[config.mk]
export PLATFORM = sky130hd
export DESIGN_NAME = ars_reference_bank
export DESIGN_NICKNAME = d
export VERILOG_FILES = /design/src/ars_pkg.sv /design/src/ars_sync.sv /design/src/ars_ref_chan.sv /design/src/ars_reference_bank.sv
export SDC_FILE = /design/constraint.sdc
export NUM_CORES = 1
export LEC_CHECK = 0
export ABC_AREA = 1
export BUFFER_PORTS_ARGS = -buffer_cell sky130_fd_sc_hd__buf_4
export CORE_MARGIN = 4
export CORE_UTILIZATION = 44
export DETAILED_ROUTE_END_ITERATION = 16
export PLACE_DENSITY = 0.77
export SYNTH_ARGS = -nofsm -noshare
export SYNTH_HDL_FRONTEND = slang
export SYNTH_HIERARCHICAL = 1
export SYNTH_SLANG_ARGS = --single-unit
[constraint.sdc]
create_clock -name clk -period 1.7 [get_ports clk]
set_clock_uncertainty 0.2 [all_clocks]
set_input_delay 0.255 -clock clk [delete_from_list [all_inputs] [get_ports clk]]
set_output_delay 0.255 -clock clk [all_outputs]
set_load 0.05 [all_outputs]
[src/ars_pkg.sv]
// Purpose: Shared constants and carriers for the analog reference select bank.
// Assumes: AXI4-Lite register access, 32-bit data, one aligned word per register.
// Notes:   Register indexes are word indexes; byte address is four times the index.
`default_nettype none
package ars_pkg;

  localparam int unsigned ARS_ADDR_W  = 8;
  localparam int unsigned ARS_DATA_W  = 32;
  localparam int unsigned ARS_NUM_CMP = 4;
  localparam int unsigned ARS_REQ_W   = ARS_NUM_CMP + 2;

  // Register indexes
  localparam logic [5:0] ARS_IDX_CONVERTER  = 6'h00;
  localparam logic [5:0] ARS_IDX_RSVD_A     = 6'h01;
  localparam logic [5:0] ARS_IDX_DAC        = 6'h02;
  localparam logic [5:0] ARS_IDX_RSVD_B     = 6'h03;
  localparam logic [5:0] ARS_IDX_COMPARATOR = 6'h04;
  localparam logic [5:0] ARS_IDX_STATUS     = 6'h05;

  // Field layout of a reference setting
  localparam int unsigned ARS_KEEP_BIT  = 7;
  localparam int unsigned ARS_SEL_MSB   = 2;
  localparam logic [7:0]  ARS_REF_RESET = 8'h00;
  localparam logic [7:0]  ARS_REF_MASK  = 8'h87;

  // Status register bit positions
  localparam int unsigned ARS_ST_EN_LSB  = 0;
  localparam int unsigned ARS_ST_REQ_LSB = 4;

  localparam logic [1:0] ARS_RESP_OKAY   = 2'h0;
  localparam logic [1:0] ARS_RESP_SLVERR = 2'h2;

  typedef enum logic [2:0] {
    ARS_SEL_LOWEST   = 3'h0,
    ARS_SEL_SECOND   = 3'h1,
    ARS_SEL_HIGHEST  = 3'h2,
    ARS_SEL_TWO_FIVE = 3'h3,
    ARS_SEL_RSVD_4   = 3'h4,
    ARS_SEL_SUPPLY   = 3'h5,
    ARS_SEL_EXT_PIN  = 3'h6,
    ARS_SEL_RSVD_7   = 3'h7
  } ars_level_e;

  typedef struct packed {
    logic       keep_source_powered;
    logic [3:0] unused;
    ars_level_e level_select;
  } ars_ref_reg_s;

  // Drive toward one analog consumer
  typedef struct packed {
    logic       source_enable;
    ars_level_e level_select;
    logic [3:0] internal_level;
    logic       route_supply;
    logic       route_external_pin;
    logic       code_reserved;
  } ars_ref_out_s;

  typedef struct packed {
    logic                  awvalid;
    logic [ARS_ADDR_W-1:0] awaddr;
    logic                  wvalid;
    logic [ARS_DATA_W-1:0] wdata;
    logic [3:0]            wstrb;
    logic                  bready;
    logic                  arvalid;
    logic [ARS_ADDR_W-1:0] araddr;
    logic                  rready;
  } ars_axi_req_s;

  typedef struct packed {
    logic                  awready;
    logic                  wready;
    logic                  bvalid;
    logic [1:0]            bresp;
    logic                  arready;
    logic                  rvalid;
    logic [ARS_DATA_W-1:0] rdata;
    logic [1:0]            rresp;
  } ars_axi_rsp_s;

endpackage
`default_nettype wire

[src/ars_sync.sv]
// Purpose: Two-flop synchroniser for request levels from the analog consumers.
// Assumes: Inputs are levels, not pulses.
// Notes:   First stage is read by the second stage only.
`default_nettype none
`timescale 1ns/100ps
module ars_sync #(
  parameter int unsigned WIDTH = 1
) (
  input  wire logic             clk,
  input  wire logic             srst,
  input  wire logic [WIDTH-1:0] async_in,
  output logic      [WIDTH-1:0] sync_out
);
  import ars_pkg::*;

  typedef struct packed {
    logic [WIDTH-1:0] stage1;
    logic [WIDTH-1:0] stage2;
  } ars_sync_s;

  ars_sync_s st;
  ars_sync_s next_st;

  always_comb begin
    next_st        = st;
    next_st.stage1 = async_in;
    next_st.stage2 = st.stage1;
  end

  always_ff @(posedge clk) begin
    if (srst) begin
      st <= '0;
    end else begin
      st <= next_st;
    end
  end

  assign sync_out = st.stage2;

endmodule
`default_nettype wire

[src/ars_ref_chan.sv]
// Purpose: One reference source: enable on request or override, route the level.
// Assumes: Request is already synchronised to clk.
// Notes:   Reserved codes leave every route off so no undefined level reaches a consumer.
`default_nettype none
`timescale 1ns/100ps
module ars_ref_chan (
  input  wire logic                  clk,
  input  wire logic                  srst,
  input  wire ars_pkg::ars_ref_reg_s setting,
  input  wire logic                  request,
  output ars_pkg::ars_ref_out_s      drive
);
  import ars_pkg::*;

  typedef struct packed {
    ars_ref_out_s drive;
  } ars_chan_s;

  ars_chan_s st;
  ars_chan_s next_st;

  always_comb begin
    next_st = '0;
    next_st.drive.source_enable = setting.keep_source_powered | request;
    next_st.drive.level_select  = setting.level_select;
    case (setting.level_select)
      ARS_SEL_LOWEST:   next_st.drive.internal_level = 4'h1;
      ARS_SEL_SECOND:   next_st.drive.internal_level = 4'h2;
      ARS_SEL_HIGHEST:  next_st.drive.internal_level = 4'h4;
      ARS_SEL_TWO_FIVE: next_st.drive.internal_level = 4'h8;
      ARS_SEL_SUPPLY:   next_st.drive.route_supply = 1'b1;
      ARS_SEL_EXT_PIN:  next_st.drive.route_external_pin = 1'b1;
      default:          next_st.drive.code_reserved = 1'b1;
    endcase
  end

  always_ff @(posedge clk) begin
    if (srst) begin
      st <= '0;
    end else begin
      st <= next_st;
    end
  end

  assign drive = st.drive;

endmodule
`default_nettype wire

[src/ars_reference_bank.sv]
// Purpose: Reference select register bank on AXI4-Lite with request-driven enables.
// Assumes: Request lines come from other clock domains and are synchronised here.
// Notes:   One write and one read may be under way at once; a read answers one cycle after its address, a write two after its last handshake.
//
// The AXI4-Lite slave port was chosen for this implementation.
`default_nettype none
`timescale 1ns/100ps
module ars_reference_bank (
  input  wire logic                                   clk,
  input  wire logic                                   srst,
  input  wire ars_pkg::ars_axi_req_s                  axi_req,
  output ars_pkg::ars_axi_rsp_s                       axi_rsp,
  input  wire logic                                   converter_request,
  input  wire logic                                   dac_request,
  input  wire logic [ars_pkg::ARS_NUM_CMP-1:0]        comparator_request,
  output ars_pkg::ars_ref_out_s                       converter_ref,
  output ars_pkg::ars_ref_out_s                       dac_ref,
  output ars_pkg::ars_ref_out_s [ars_pkg::ARS_NUM_CMP-1:0] comparator_ref
);
  import ars_pkg::*;

  typedef struct packed {
    ars_ref_reg_s          converter_reference_setting;
    ars_ref_reg_s          dac_reference_setting;
    ars_ref_reg_s          comparator_reference_setting;
    logic                  aw_held;
    logic [ARS_ADDR_W-1:0] awaddr;
    logic                  w_held;
    logic [ARS_DATA_W-1:0] wdata;
    logic [3:0]            wstrb;
    logic                  bvalid;
    logic [1:0]            bresp;
    logic                  rvalid;
    logic [ARS_DATA_W-1:0] rdata;
    logic [1:0]            rresp;
  } ars_bank_s;

  ars_bank_s st;
  ars_bank_s next_st;

  logic [ARS_REQ_W-1:0] raw_request;
  logic [ARS_REQ_W-1:0] request_sync;
  logic                 comparator_any;
  ars_ref_out_s         comparator_drive;

  logic       aw_take;
  logic       w_take;
  logic       ar_take;
  logic       do_write;
  logic [5:0] wr_index;
  logic [5:0] rd_index;

  // Requests cross from the consumers' own clocks
  assign raw_request = {comparator_request, dac_request, converter_request};

  ars_sync #(
    .WIDTH (ARS_REQ_W)
  ) u_req_sync (
    .clk      (clk),
    .srst     (srst),
    .async_in (raw_request),
    .sync_out (request_sync)
  );

  // Any comparator asking for the shared reference turns it on
  assign comparator_any = |request_sync[ARS_REQ_W-1:2];

  ars_ref_chan u_converter_chan (
    .clk     (clk),
    .srst    (srst),
    .setting (st.converter_reference_setting),
    .request (request_sync[0]),
    .drive   (converter_ref)
  );

  ars_ref_chan u_dac_chan (
    .clk     (clk),
    .srst    (srst),
    .setting (st.dac_reference_setting),
    .request (request_sync[1]),
    .drive   (dac_ref)
  );

  ars_ref_chan u_comparator_chan (
    .clk     (clk),
    .srst    (srst),
    .setting (st.comparator_reference_setting),
    .request (comparator_any),
    .drive   (comparator_drive)
  );

  // One shared drive fans out to every comparator
  always_comb begin
    for (int i = 0; i < ARS_NUM_CMP; i++) begin
      comparator_ref[i] = comparator_drive;
    end
  end

  // Handshakes: a held item blocks its channel until the response is taken
  assign aw_take  = axi_req.awvalid & axi_rsp.awready;
  assign w_take   = axi_req.wvalid & axi_rsp.wready;
  assign ar_take  = axi_req.arvalid & axi_rsp.arready;
  assign do_write = st.aw_held & st.w_held & ~st.bvalid;
  assign wr_index = st.awaddr[ARS_ADDR_W-1:2];
  assign rd_index = axi_req.araddr[ARS_ADDR_W-1:2];

  assign axi_rsp.awready = ~st.aw_held & ~st.bvalid;
  assign axi_rsp.wready  = ~st.w_held & ~st.bvalid;
  assign axi_rsp.bvalid  = st.bvalid;
  assign axi_rsp.bresp   = st.bresp;
  assign axi_rsp.arready = ~st.rvalid;
  assign axi_rsp.rvalid  = st.rvalid;
  assign axi_rsp.rdata   = st.rdata;
  assign axi_rsp.rresp   = st.rresp;

  // Keep only the documented bits so the unused ones stay zero
  function automatic ars_ref_reg_s ars_mask(input logic [7:0] value);
    ars_mask = ars_ref_reg_s'(value & ARS_REF_MASK);
  endfunction

  function automatic logic [ARS_DATA_W-1:0] ars_word(input ars_ref_reg_s value);
    ars_word = {24'h000000, value & ARS_REF_MASK};
  endfunction

  always_comb begin
    next_st = st;

    // Write address and data are taken in either order
    if (aw_take) begin
      next_st.aw_held = 1'b1;
      next_st.awaddr  = axi_req.awaddr;
    end
    if (w_take) begin
      next_st.w_held = 1'b1;
      next_st.wdata  = axi_req.wdata;
      next_st.wstrb  = axi_req.wstrb;
    end

    if (do_write) begin
      next_st.aw_held = 1'b0;
      next_st.w_held  = 1'b0;
      next_st.bvalid  = 1'b1;
      next_st.bresp   = ARS_RESP_OKAY;
      case (wr_index)
        ARS_IDX_CONVERTER: begin
          if (st.wstrb[0]) begin
            next_st.converter_reference_setting = ars_mask(st.wdata[7:0]);
          end
        end
        ARS_IDX_DAC: begin
          if (st.wstrb[0]) begin
            next_st.dac_reference_setting = ars_mask(st.wdata[7:0]);
          end
        end
        ARS_IDX_COMPARATOR: begin
          if (st.wstrb[0]) begin
            next_st.comparator_reference_setting = ars_mask(st.wdata[7:0]);
          end
        end
        // Reserved holes and the status word accept and discard writes
        ARS_IDX_RSVD_A, ARS_IDX_RSVD_B, ARS_IDX_STATUS: begin
          next_st.bresp = ARS_RESP_OKAY;
        end
        default: begin
          next_st.bresp = ARS_RESP_SLVERR;
        end
      endcase
    end else if (st.bvalid && axi_req.bready) begin
      next_st.bvalid = 1'b0;
    end

    if (ar_take) begin
      next_st.rvalid = 1'b1;
      next_st.rresp  = ARS_RESP_OKAY;
      next_st.rdata  = '0;
      case (rd_index)
        ARS_IDX_CONVERTER: begin
          next_st.rdata = ars_word(st.converter_reference_setting);
        end
        ARS_IDX_DAC: begin
          next_st.rdata = ars_word(st.dac_reference_setting);
        end
        ARS_IDX_COMPARATOR: begin
          next_st.rdata = ars_word(st.comparator_reference_setting);
        end
        ARS_IDX_STATUS: begin
          next_st.rdata[ARS_ST_EN_LSB]     = converter_ref.source_enable;
          next_st.rdata[ARS_ST_EN_LSB + 1] = dac_ref.source_enable;
          next_st.rdata[ARS_ST_EN_LSB + 2] = comparator_drive.source_enable;
          next_st.rdata[ARS_ST_REQ_LSB +: ARS_REQ_W] = request_sync;
        end
        ARS_IDX_RSVD_A, ARS_IDX_RSVD_B: begin
          next_st.rdata = '0;
        end
        default: begin
          next_st.rresp = ARS_RESP_SLVERR;
        end
      endcase
    end else if (st.rvalid && axi_req.rready) begin
      next_st.rvalid = 1'b0;
    end
  end

  always_ff @(posedge clk) begin
    if (srst) begin
      st <= '0;
      st.converter_reference_setting  <= ars_ref_reg_s'(ARS_REF_RESET);
      st.dac_reference_setting        <= ars_ref_reg_s'(ARS_REF_RESET);
      st.comparator_reference_setting <= ars_ref_reg_s'(ARS_REF_RESET);
    end else begin
      st <= next_st;
    end
  end

endmodule
`default_nettype wire

# Word-level counts from Yosys, hierarchy flattened

Index checks and enable logic that the tools add are counted.

Bitwise operators: 14
Equality and inequality tests: 25
Reduce and logical (&&, ||, !) cells: 19
Muxes and demuxes: 20

Operators by type and width:

| operator                                                              | number |
|---|---|
| 4-bit case mux with 4 select lines                                    | 3 |
| 6-bit OR reduction                                                    | 5 |
| 6-bit by 2-bit equality test with 1-bit output, second input constant | 4 |
| 6-bit by 3-bit equality test with 1-bit output, second input constant | 4 |
| 6-bit case mux with 4 select lines                                    | 1 |
| 3-bit by 2-bit equality test with 1-bit output, second input constant | 6 |
| 3-bit equality test, second input constant                            | 6 |
| 1-bit 2-to-1 mux                                                      | 13 |
| 6-bit by 1-bit equality test with 1-bit output, second input constant | 2 |
| 6-bit logical NOT                                                     | 2 |
| 3-bit case mux with 4 select lines                                    | 1 |
| 3-bit by 1-bit equality test with 1-bit output, second input constant | 3 |
| 3-bit logical NOT                                                     | 3 |
| 3-bit AND reduction                                                   | 3 |
| 1-bit bitwise AND                                                     | 7 |
| 2-bit 2-to-1 mux                                                      | 2 |
| 1-bit inverter                                                        | 4 |
| 2-bit nonzero test                                                    | 2 |
| 4-bit OR reduction                                                    | 1 |
| 1-bit OR                                                              | 3 |
| 1-bit logical AND                                                     | 2 |
| 2-bit OR reduction                                                    | 1 |

Flip-flop bits (word level): 91
Output and inout bits: 107
Bits of input ports: 65

# Depth between registers and ports, before layout

Gate-level depths: netlist of run 1.

Depth in word-level cells: 3
Depth in mapped cells: 8

# By module

Netlist of run 1, hierarchy kept.

Modules (own cells, without submodules):

| module             | instances | area an instance (µm²) | cells an instance | seq. area each (µm²) |
|---|---|---|---|---|
| ars_reference_bank | 1         | 2193.4                 | 305               | 760.7 |
| ars_ref_chan       | 3         | 307.8                  | 33                | 220.2 |
| ars_sync           | 1         | 341.6                  | 37                | 240.2 |

# Least setup slack after synthesis of run 1

No wires, ideal clock.

Path kind: flip-flop to flip-flop
From: reg st (netlist bit axi_rsp[38])
To: reg st[78] (netlist bit)
Setup time: 0.119 ns
Data arrival time: 1.572 ns
Path slack: -0.192 ns
Clock period less this slack: 1.892 ns
Path buffers: 1
Stages on the path, launching flop included: 6
Cell sequence: dfxtp_1 > nor2_1 > nand2_1 > buf_2 > o21ai_0 > a21oi_1

RTL lines:

| element                  | RTL line                  | source |
|---|---|---|
| start: declaration       | ars_reference_bank.sv:38  | `ars_bank_s st;` |
| start signal: assignment | ars_reference_bank.sv:211 | `st <= next_st;` |

==> results by group, run 1 <==
Yosys
  – Post-Synthesis Cells: 441
  – Top cell type's share of synthesized area: 48.0%
  – Yosys warns: 6
  – Avg Inst Size Synth: 7.84 sq um
  – Synth Register Bits: 83
  – Area of the mapped netlist: 0.00346 sq mm
  – Async SR Flop Fraction: 0%
  – Synth unique cells: 25
  – Most frequent cells after synthesis: nor2_1, dfxtp_1, buf_4, inv_1, nand2_1
  – Post-synth EDFFs: 0
  – Seq/Total Area, Yosys: 48.0%
  – Yosys top cell by area: dfxtp_1
  – Top cells by area, synth: dfxtp_1, buf_4, nor2_1
  – Top_reg_cell synth: dfxtp_1
  – Most common cell in the netlist: nor2_1

Floorplanning
  – Starting Density: 45.0%
  – Io pins: 172
  – Std cell rows: 32
  – Total core area: 0.00769 sq mm
  – Die Footprint: 0.00934 sq mm
  – Die Y: 96.7 um
  – Die Wd: 96.7 um

STA
  – Worst hold slack: 30.3 ps
  – Hold Violations, Final: 0
  – Max-slew violation count: 0
  – Highest clock rate: 655 MHz
  – Final period util: 89.8%
  – RSZ-0062 raised after global routing: no
  – Post-layout min period: 1530 ps
  – Final WS setup: 173 ps
  – Final Setup Violations: 0

Drt
  – Final antenna-violating net count: 0
  – Top sig layer: met4
  – Met2 wire len: 3.17 mm
  – First-pass iteration count of the detailed router: 4
  – Via-per-instance ratio: 4.25
  – Metal-1 WL: 2.68 mm
  – Wire per inst: 10.4 um
  – Routed WL: 6.65 mm
  – DRC: 0
  – Vias: 2700
  – Met3 wire len: 649 um
  – First DRT Iteration DRCs: 91

Layout
  – Share of cells above drive strength 1: 27.9%
  – Finished Cell Area: 0.00436 sq mm
  – FF/Latch Area: 0.00166 sq mm
  – Final nets: 594
  – # diodes: 0
  – Filler cell count in the final layout: 706
  – Multi-input gate area: 0.00108 sq mm
  – Area delta synth->final: 26.1%

Place
  – Port Buf Inserts: 111
  – Placed Area: 0.00397 sq mm
  – Place WS: 239 ps
  – Placer Congestion: 0.826
  – Dpl hpwl: 5.16 mm

Setup path
  – Crit Path Class: flop to output pin
  – Worst R2R Setup Slack: 230 ps
  – Critical path's top delay family: flip-flops
  – Setup crit end kind: output pin
  – Worst R2R Start: st[81]$_SDFFE_PP0P_
  – Crit path largest cell delay: 360 ps
  – Critical Path Stages: 2
  – Setup crit end: axi_rsp[40]
  – Critical-path top delay cell: dfxtp_1
  – Req. time, crit path: 1240 ps
  – Worst EP arrival: 1070 ps
  – CP bufs+invs: 1
  – Crit path launch type: flop
  – Worst Reg-to-Reg Cells: 6
  – CP max FO: 5
  – Worst path cell trace: nor2_1 > buf_4
  – R2r endpoint: st[91]$_SDFFE_PP0P_
  – Crit path from: axi_rsp[38]$_SDFFE_PP0P_

CTS
  – Number of CTS-inserted buffers: 9
  – Clock buffer depth: 2
  – CTS tree: built
  – H-tree depth: 3
  – Clk Latency, worst-skew pair: 340 ps
  – Clk slew on worst S/H paths: 80 ps
  – Post-CTS Setup Inserts: 0
  – Root Buffer: clkbuf_8
  – Clk sink count: 83

Global route
  – Initial antenna violation count: 0
  – Vias in the first global route: 2506
  – GR Util All Layers: 14.3%
  – First-pass GRT wire length: 11.1 mm
  – GRT overflow: 0
  – Largest net degree at the start of global routing: 33

Power and ir drop
  – PwrDens: 964 mW/mm^2
  – Worst-case vdd ir drop: 0.494 mV
  – Total power: 4.20 mW
  – Leak pwr: 2.09 nW

Run status
  – Status: complete, no violations

Job
  – # Max-Cap Violations: 0

Min path
  – Hold Path Class: input port to flop
worst min-delay path by stage:
stage,cells past startpoint,from,to,slack [ps]
2_1_floorplan,1,srst,axi_rsp[2]$_SDFFE_PP0P_,120
3_3_place_gp,2,u_req_sync/next_st[5]$_SDFF_PP0_,u_req_sync/sync_out[5]$_SDFF_PP0_,190
3_5_place_dp,2,u_req_sync/next_st[1]$_SDFF_PP0_,u_req_sync/sync_out[1]$_SDFF_PP0_,190
4_1_cts,3,axi_req[52],st[79]$_SDFFE_PP0P_,9
5_1_grt,3,axi_req[0],axi_rsp[34]$_SDFFE_PP0P_,20
6_report,3,axi_req[52],st[79]$_SDFFE_PP0P_,30
registers in the layout, summed over array words and instances (netlist names):
name,cells
u_comparator_chan/drive,11
u_dac_chan/drive,11
u_req_sync/sync_out,6
u_converter_chan/drive,11
st,25
u_req_sync/next_st,6
axi_rsp,13
through the flow:
step,util [%],cells,TNS [ps]
after global placement,51.6,603,0
after detailed placement,51.6,603,0
final,56.7,636,0
after global routing,56.7,636,0
after floorplan,-,465,-2000
after CTS,56.7,636,0
power breakdown:
part           leakage (nW)  switching (mW)  total [mW]  internal [mW]
logic                  1.30           0.432       0.612          0.180
clock network         0.110           0.699        1.54          0.837
registers             0.677          0.0450        2.06           2.01
area by class of cell:
cell class	count	area share, %
Clock buffer	9	2.84
Clock inverter	7	2.27
Inverter	64	5.51
Multi-Input combinational cell	241	24.7
Sequential cell	83	38.1
Tap cell	102	2.93
Timing Repair Buffer	130	23.6
per-layer routing:
layer  track usage, %  vias up
met5                0        -
met4             6.91        0
met3             6.63       13
met2             23.7      105
met1             15.3     1160
li1                 -     1422
layout by cell type, fill, tap and decap left out, types with 2 or more instances in the layout:
cell type | netlist | final
buf_4 | 72 | 112
nor2_1 | 95 | 95
dfxtp_1 | 83 | 83
inv_1 | 59 | 59
nand2_1 | 41 | 41
a21oi_1 | 27 | 27
conb_1 | 1 | 25
o21ai_0 | 22 | 22
dlygate4sd3_1 | 0 | 17
clkbuf_8 | 0 | 9
nor3_1 | 6 | 6
nor2_2 | 5 | 5
inv_2 | 5 | 5
nand3_2 | 4 | 4
o21ai_1 | 4 | 4
nand3_1 | 3 | 3
nor2_4 | 2 | 2
nor3_2 | 2 | 2
inv_6 | 0 | 2
bufinv_16 | 0 | 2
timing repair:
action,4_1_cts,5_1_grt
hold buffers,17,0
endpoints found under the hold margin,17,0
gates resized for setup,0,0
tightest hold or removal path: stages:
cell     delay (ps)
buf_4            70
o21ai_0          80
a21oi_1         130
cells by family (layout without fill, tap and decap cells):
| kind of cell | after synthesis | in the layout | synth area share [%] |
|---|---|---|---|
| AO/OA/AOI/OAI | 55 | 55 | 8.10 |
| buffers and inverters | 141 | 210 | 23.4 |
| flip-flops | 83 | 83 | 48.0 |
| other | 1 | 25 | 0.108 |
| AND/OR/NAND/NOR | 161 | 161 | 20.4 |
Power figures use the tool's default switching activity.
==> run 2: changes to the inputs <==
Settings changed: MAX_ROUTING_LAYER set to met4.
Clock period 1.7 ns to 1.88 ns, I/O delays scaled along.
==> results by group, run 2 (synthesized netlist as in run 1, its figures left out) <==
Run status
  – Status: complete, no violations (unchanged)

Floorplanning
  – Io pins: 172 (unchanged)
  – Starting Density: 45.0% (unchanged)
  – Total core area: 0.00769 sq mm (unchanged)
  – Die Footprint: 0.00934 sq mm (unchanged)
  – Std cell rows: 32 (unchanged)
  – Die Wd: 96.7 um (unchanged)
  – Die Y: 96.7 um (unchanged)

Layout
  – Filler cell count in the final layout: 726 (was 706)
  – # diodes: 0 (unchanged)
  – Most common cell after layout, fill and taps aside: buf_4 (unchanged)
  – Final nets: 588 (was 594)
  – Area delta synth->final: 24.4% (was 26.1%)
  – Commonest non-fill, non-tap cells in the layout: buf_4, nor2_1, dfxtp_1 (unchanged)
  – Max reg flops: 25 (unchanged)
  – Share of cells above drive strength 1: 28.2% (was 27.9%)
  – Most flops, register: st (unchanged)

Drt
  – Final antenna-violating net count: 0 (unchanged)
  – First-pass iteration count of the detailed router: 4 (unchanged)
  – Wire per inst: 10.6 um (was 10.4 um)
  – Via-per-instance ratio: 4.34 (was 4.25)
  – First DRT Iteration DRCs: 95 (was 91)
  – DRC: 0 (unchanged)
  – Routed WL: 6.66 mm (was 6.65 mm)
  – Vias: 2736 (was 2700)

Power and ir drop
  – Clock power share: 36.7% (was 36.5%)
  – Sw Pwr: 1.07 mW (was 1.18 mW)
  – Leak pwr: 2.06 nW (was 2.09 nW)
  – Total power: 3.79 mW (was 4.20 mW)
  – Seq pwr share: 49.0% (was 48.9%)
  – PwrDens: 882 mW/mm^2 (was 964 mW/mm^2)
  – Switching Fraction: 28.1% (was 28.0%)
  – Worst-case vdd ir drop: 0.404 mV (was 0.494 mV)
  – Logic gate share of total power: 14.3% (was 14.6%)
  – Internal: 2.73 mW (was 3.03 mW)

CTS
  – Clk Latency, worst-skew pair: 340 ps (about the same)
  – Clk sink count: 83 (unchanged)
  – CTS tree: built (unchanged)
  – Clock buffer depth: 2 (unchanged)
  – Clk slew on worst S/H paths: 80 ps (about the same)
  – Root Buffer: clkbuf_8 (unchanged)
  – Post-CTS Setup Inserts: 0 (unchanged)
  – Post-CTS sizing: 0 (unchanged)
  – Number of CTS-inserted buffers: 9 (unchanged)
  – H-tree depth: 3 (unchanged)

Global route
  – First-pass GRT wire length: 11.0 mm (was 11.1 mm)
  – Largest net degree at the start of global routing: 33 (unchanged)
  – Initial antenna violation count: 0 (unchanged)
  – GR Util All Layers: 14.6% (was 14.3%)
  – Vias in the first global route: 2524 (was 2506)
  – GRT overflow: 0 (unchanged)

STA
  – Final Setup Violations: 0 (unchanged)
  – Max-slew violation count: 0 (unchanged)
  – Final WS setup: 331 ps (was 173 ps)
  – Post-layout min period: 1550 ps
  – Final period util: 82.4%
  – Highest clock rate: 645 MHz
  – Hold Violations, Final: 0 (unchanged)
  – RSZ-0062 raised after global routing: no (unchanged)
  – Worst hold slack: 24.8 ps (was 30.3 ps)

Place
  – Place WS: 403 ps (was 239 ps)
  – Dpl hpwl: 5.14 mm (was 5.16 mm)
  – Placer Congestion: 0.838 (was 0.826)
  – Port Buf Inserts: 111 (unchanged)

Setup path
  – Crit path launch type: flop (unchanged)
  – CP max FO: 5 (unchanged)
  – Worst Reg-to-Reg Cells: 6 (unchanged)
  – Worst EP arrival: 1070 ps (about the same)
  – Worst R2R Start: st[81]$_SDFFE_PP0P_ (unchanged)
  – Setup crit end kind: output pin (unchanged)
  – R2r endpoint: st[86]$_SDFFE_PP0P_ (was st[91]$_SDFFE_PP0P_)
  – Worst R2R Setup Slack: 400 ps (was 230 ps)
  – Crit Path Class: flop to output pin (unchanged)
  – Req. time, crit path: 1400 ps (was 1240 ps)
  – Setup crit end: axi_rsp[40] (unchanged)
  – Crit path from: axi_rsp[38]$_SDFFE_PP0P_ (unchanged)

Min path
  – Hold Path Class: input port to flop (unchanged)
  – Hold path cells: 3 (unchanged)

Job
  – # Max-Cap Violations: 0 (unchanged)
[run 2: cell types whose count changed in the layout (fill, tap and decap cells not counted), sizes merged]
| cell | delta |
|---|---|
| dlygate4sd3 | -6 |
[run 2: per-layer routing]
layer / vias up / track usage [%] / routed length [um]
met2: 104 / 24.2 / 3250
met3: 9 / 6.63 / 673
met1: 1211 / 14.8 / 2640
met4: 0 / 6.80 / 97
met5: - / - / 0
li1: 1412 / - / -
[run 2: how the worst min path moves through the flow]
stage                                          start                           endpoint  slack, ps
floorplan                                       srst            axi_rsp[2]$_SDFFE_PP0P_        150
global placement    u_req_sync/next_st[5]$_SDFF_PP0_  u_req_sync/sync_out[5]$_SDFF_PP0_        190
detailed placement  u_req_sync/next_st[1]$_SDFF_PP0_  u_req_sync/sync_out[1]$_SDFF_PP0_        190
CTS                                      axi_req[51]                st[78]$_SDFFE_PP0P_         10
global route                             axi_req[11]                st[38]$_SDFFE_PP0P_         30
finish                                   axi_req[51]                st[78]$_SDFFE_PP0P_         20
[run 2: what timing repair did]
item	CTS	global route
setup endpoints to repair	0	0
hold buffers	11	0
endpoints found under the hold margin	11	0
[run 2: layout make-up]
cell class	instances	area, sq um	share of cell area, %
clock inverters	7	98.8	2.30
well taps	102	128	2.97
inverters	64	240	5.58
clock buffers	9	124	2.88
repair buffers	124	971	22.6
flip-flops and latches	83	1660	38.6
multi-input cells	241	1080	25.1
[run 2: worst max-delay path: stages, from the launching register on]
cell,delay [ps]
dfxtp_1,360
nor2_1,150
buf_4,220
[run 2: through the flow]
step	area, sq um	std cells	setup TNS (ps)	util (%)
3_5_place_dp	3970	603	0	51.6
2_1_floorplan	3550	465	-60.6	-
6_report	4300	630	0	56.0
5_1_grt	4300	630	0	56.0
3_3_place_gp	3970	603	0	51.6
4_1_cts	4300	630	0	56.0
[run 2: power by group through the flow]
stage	logic, mW	registers (mW)	clock network, mW
6_report	0.544	1.86	1.39
5_1_grt	0.585	1.87	1.52
4_1_cts	0.545	1.86	1.42
3_5_place_dp	0.525	1.90	0
3_3_place_gp	0.516	1.90	0
2_1_floorplan	0.429	1.91	0
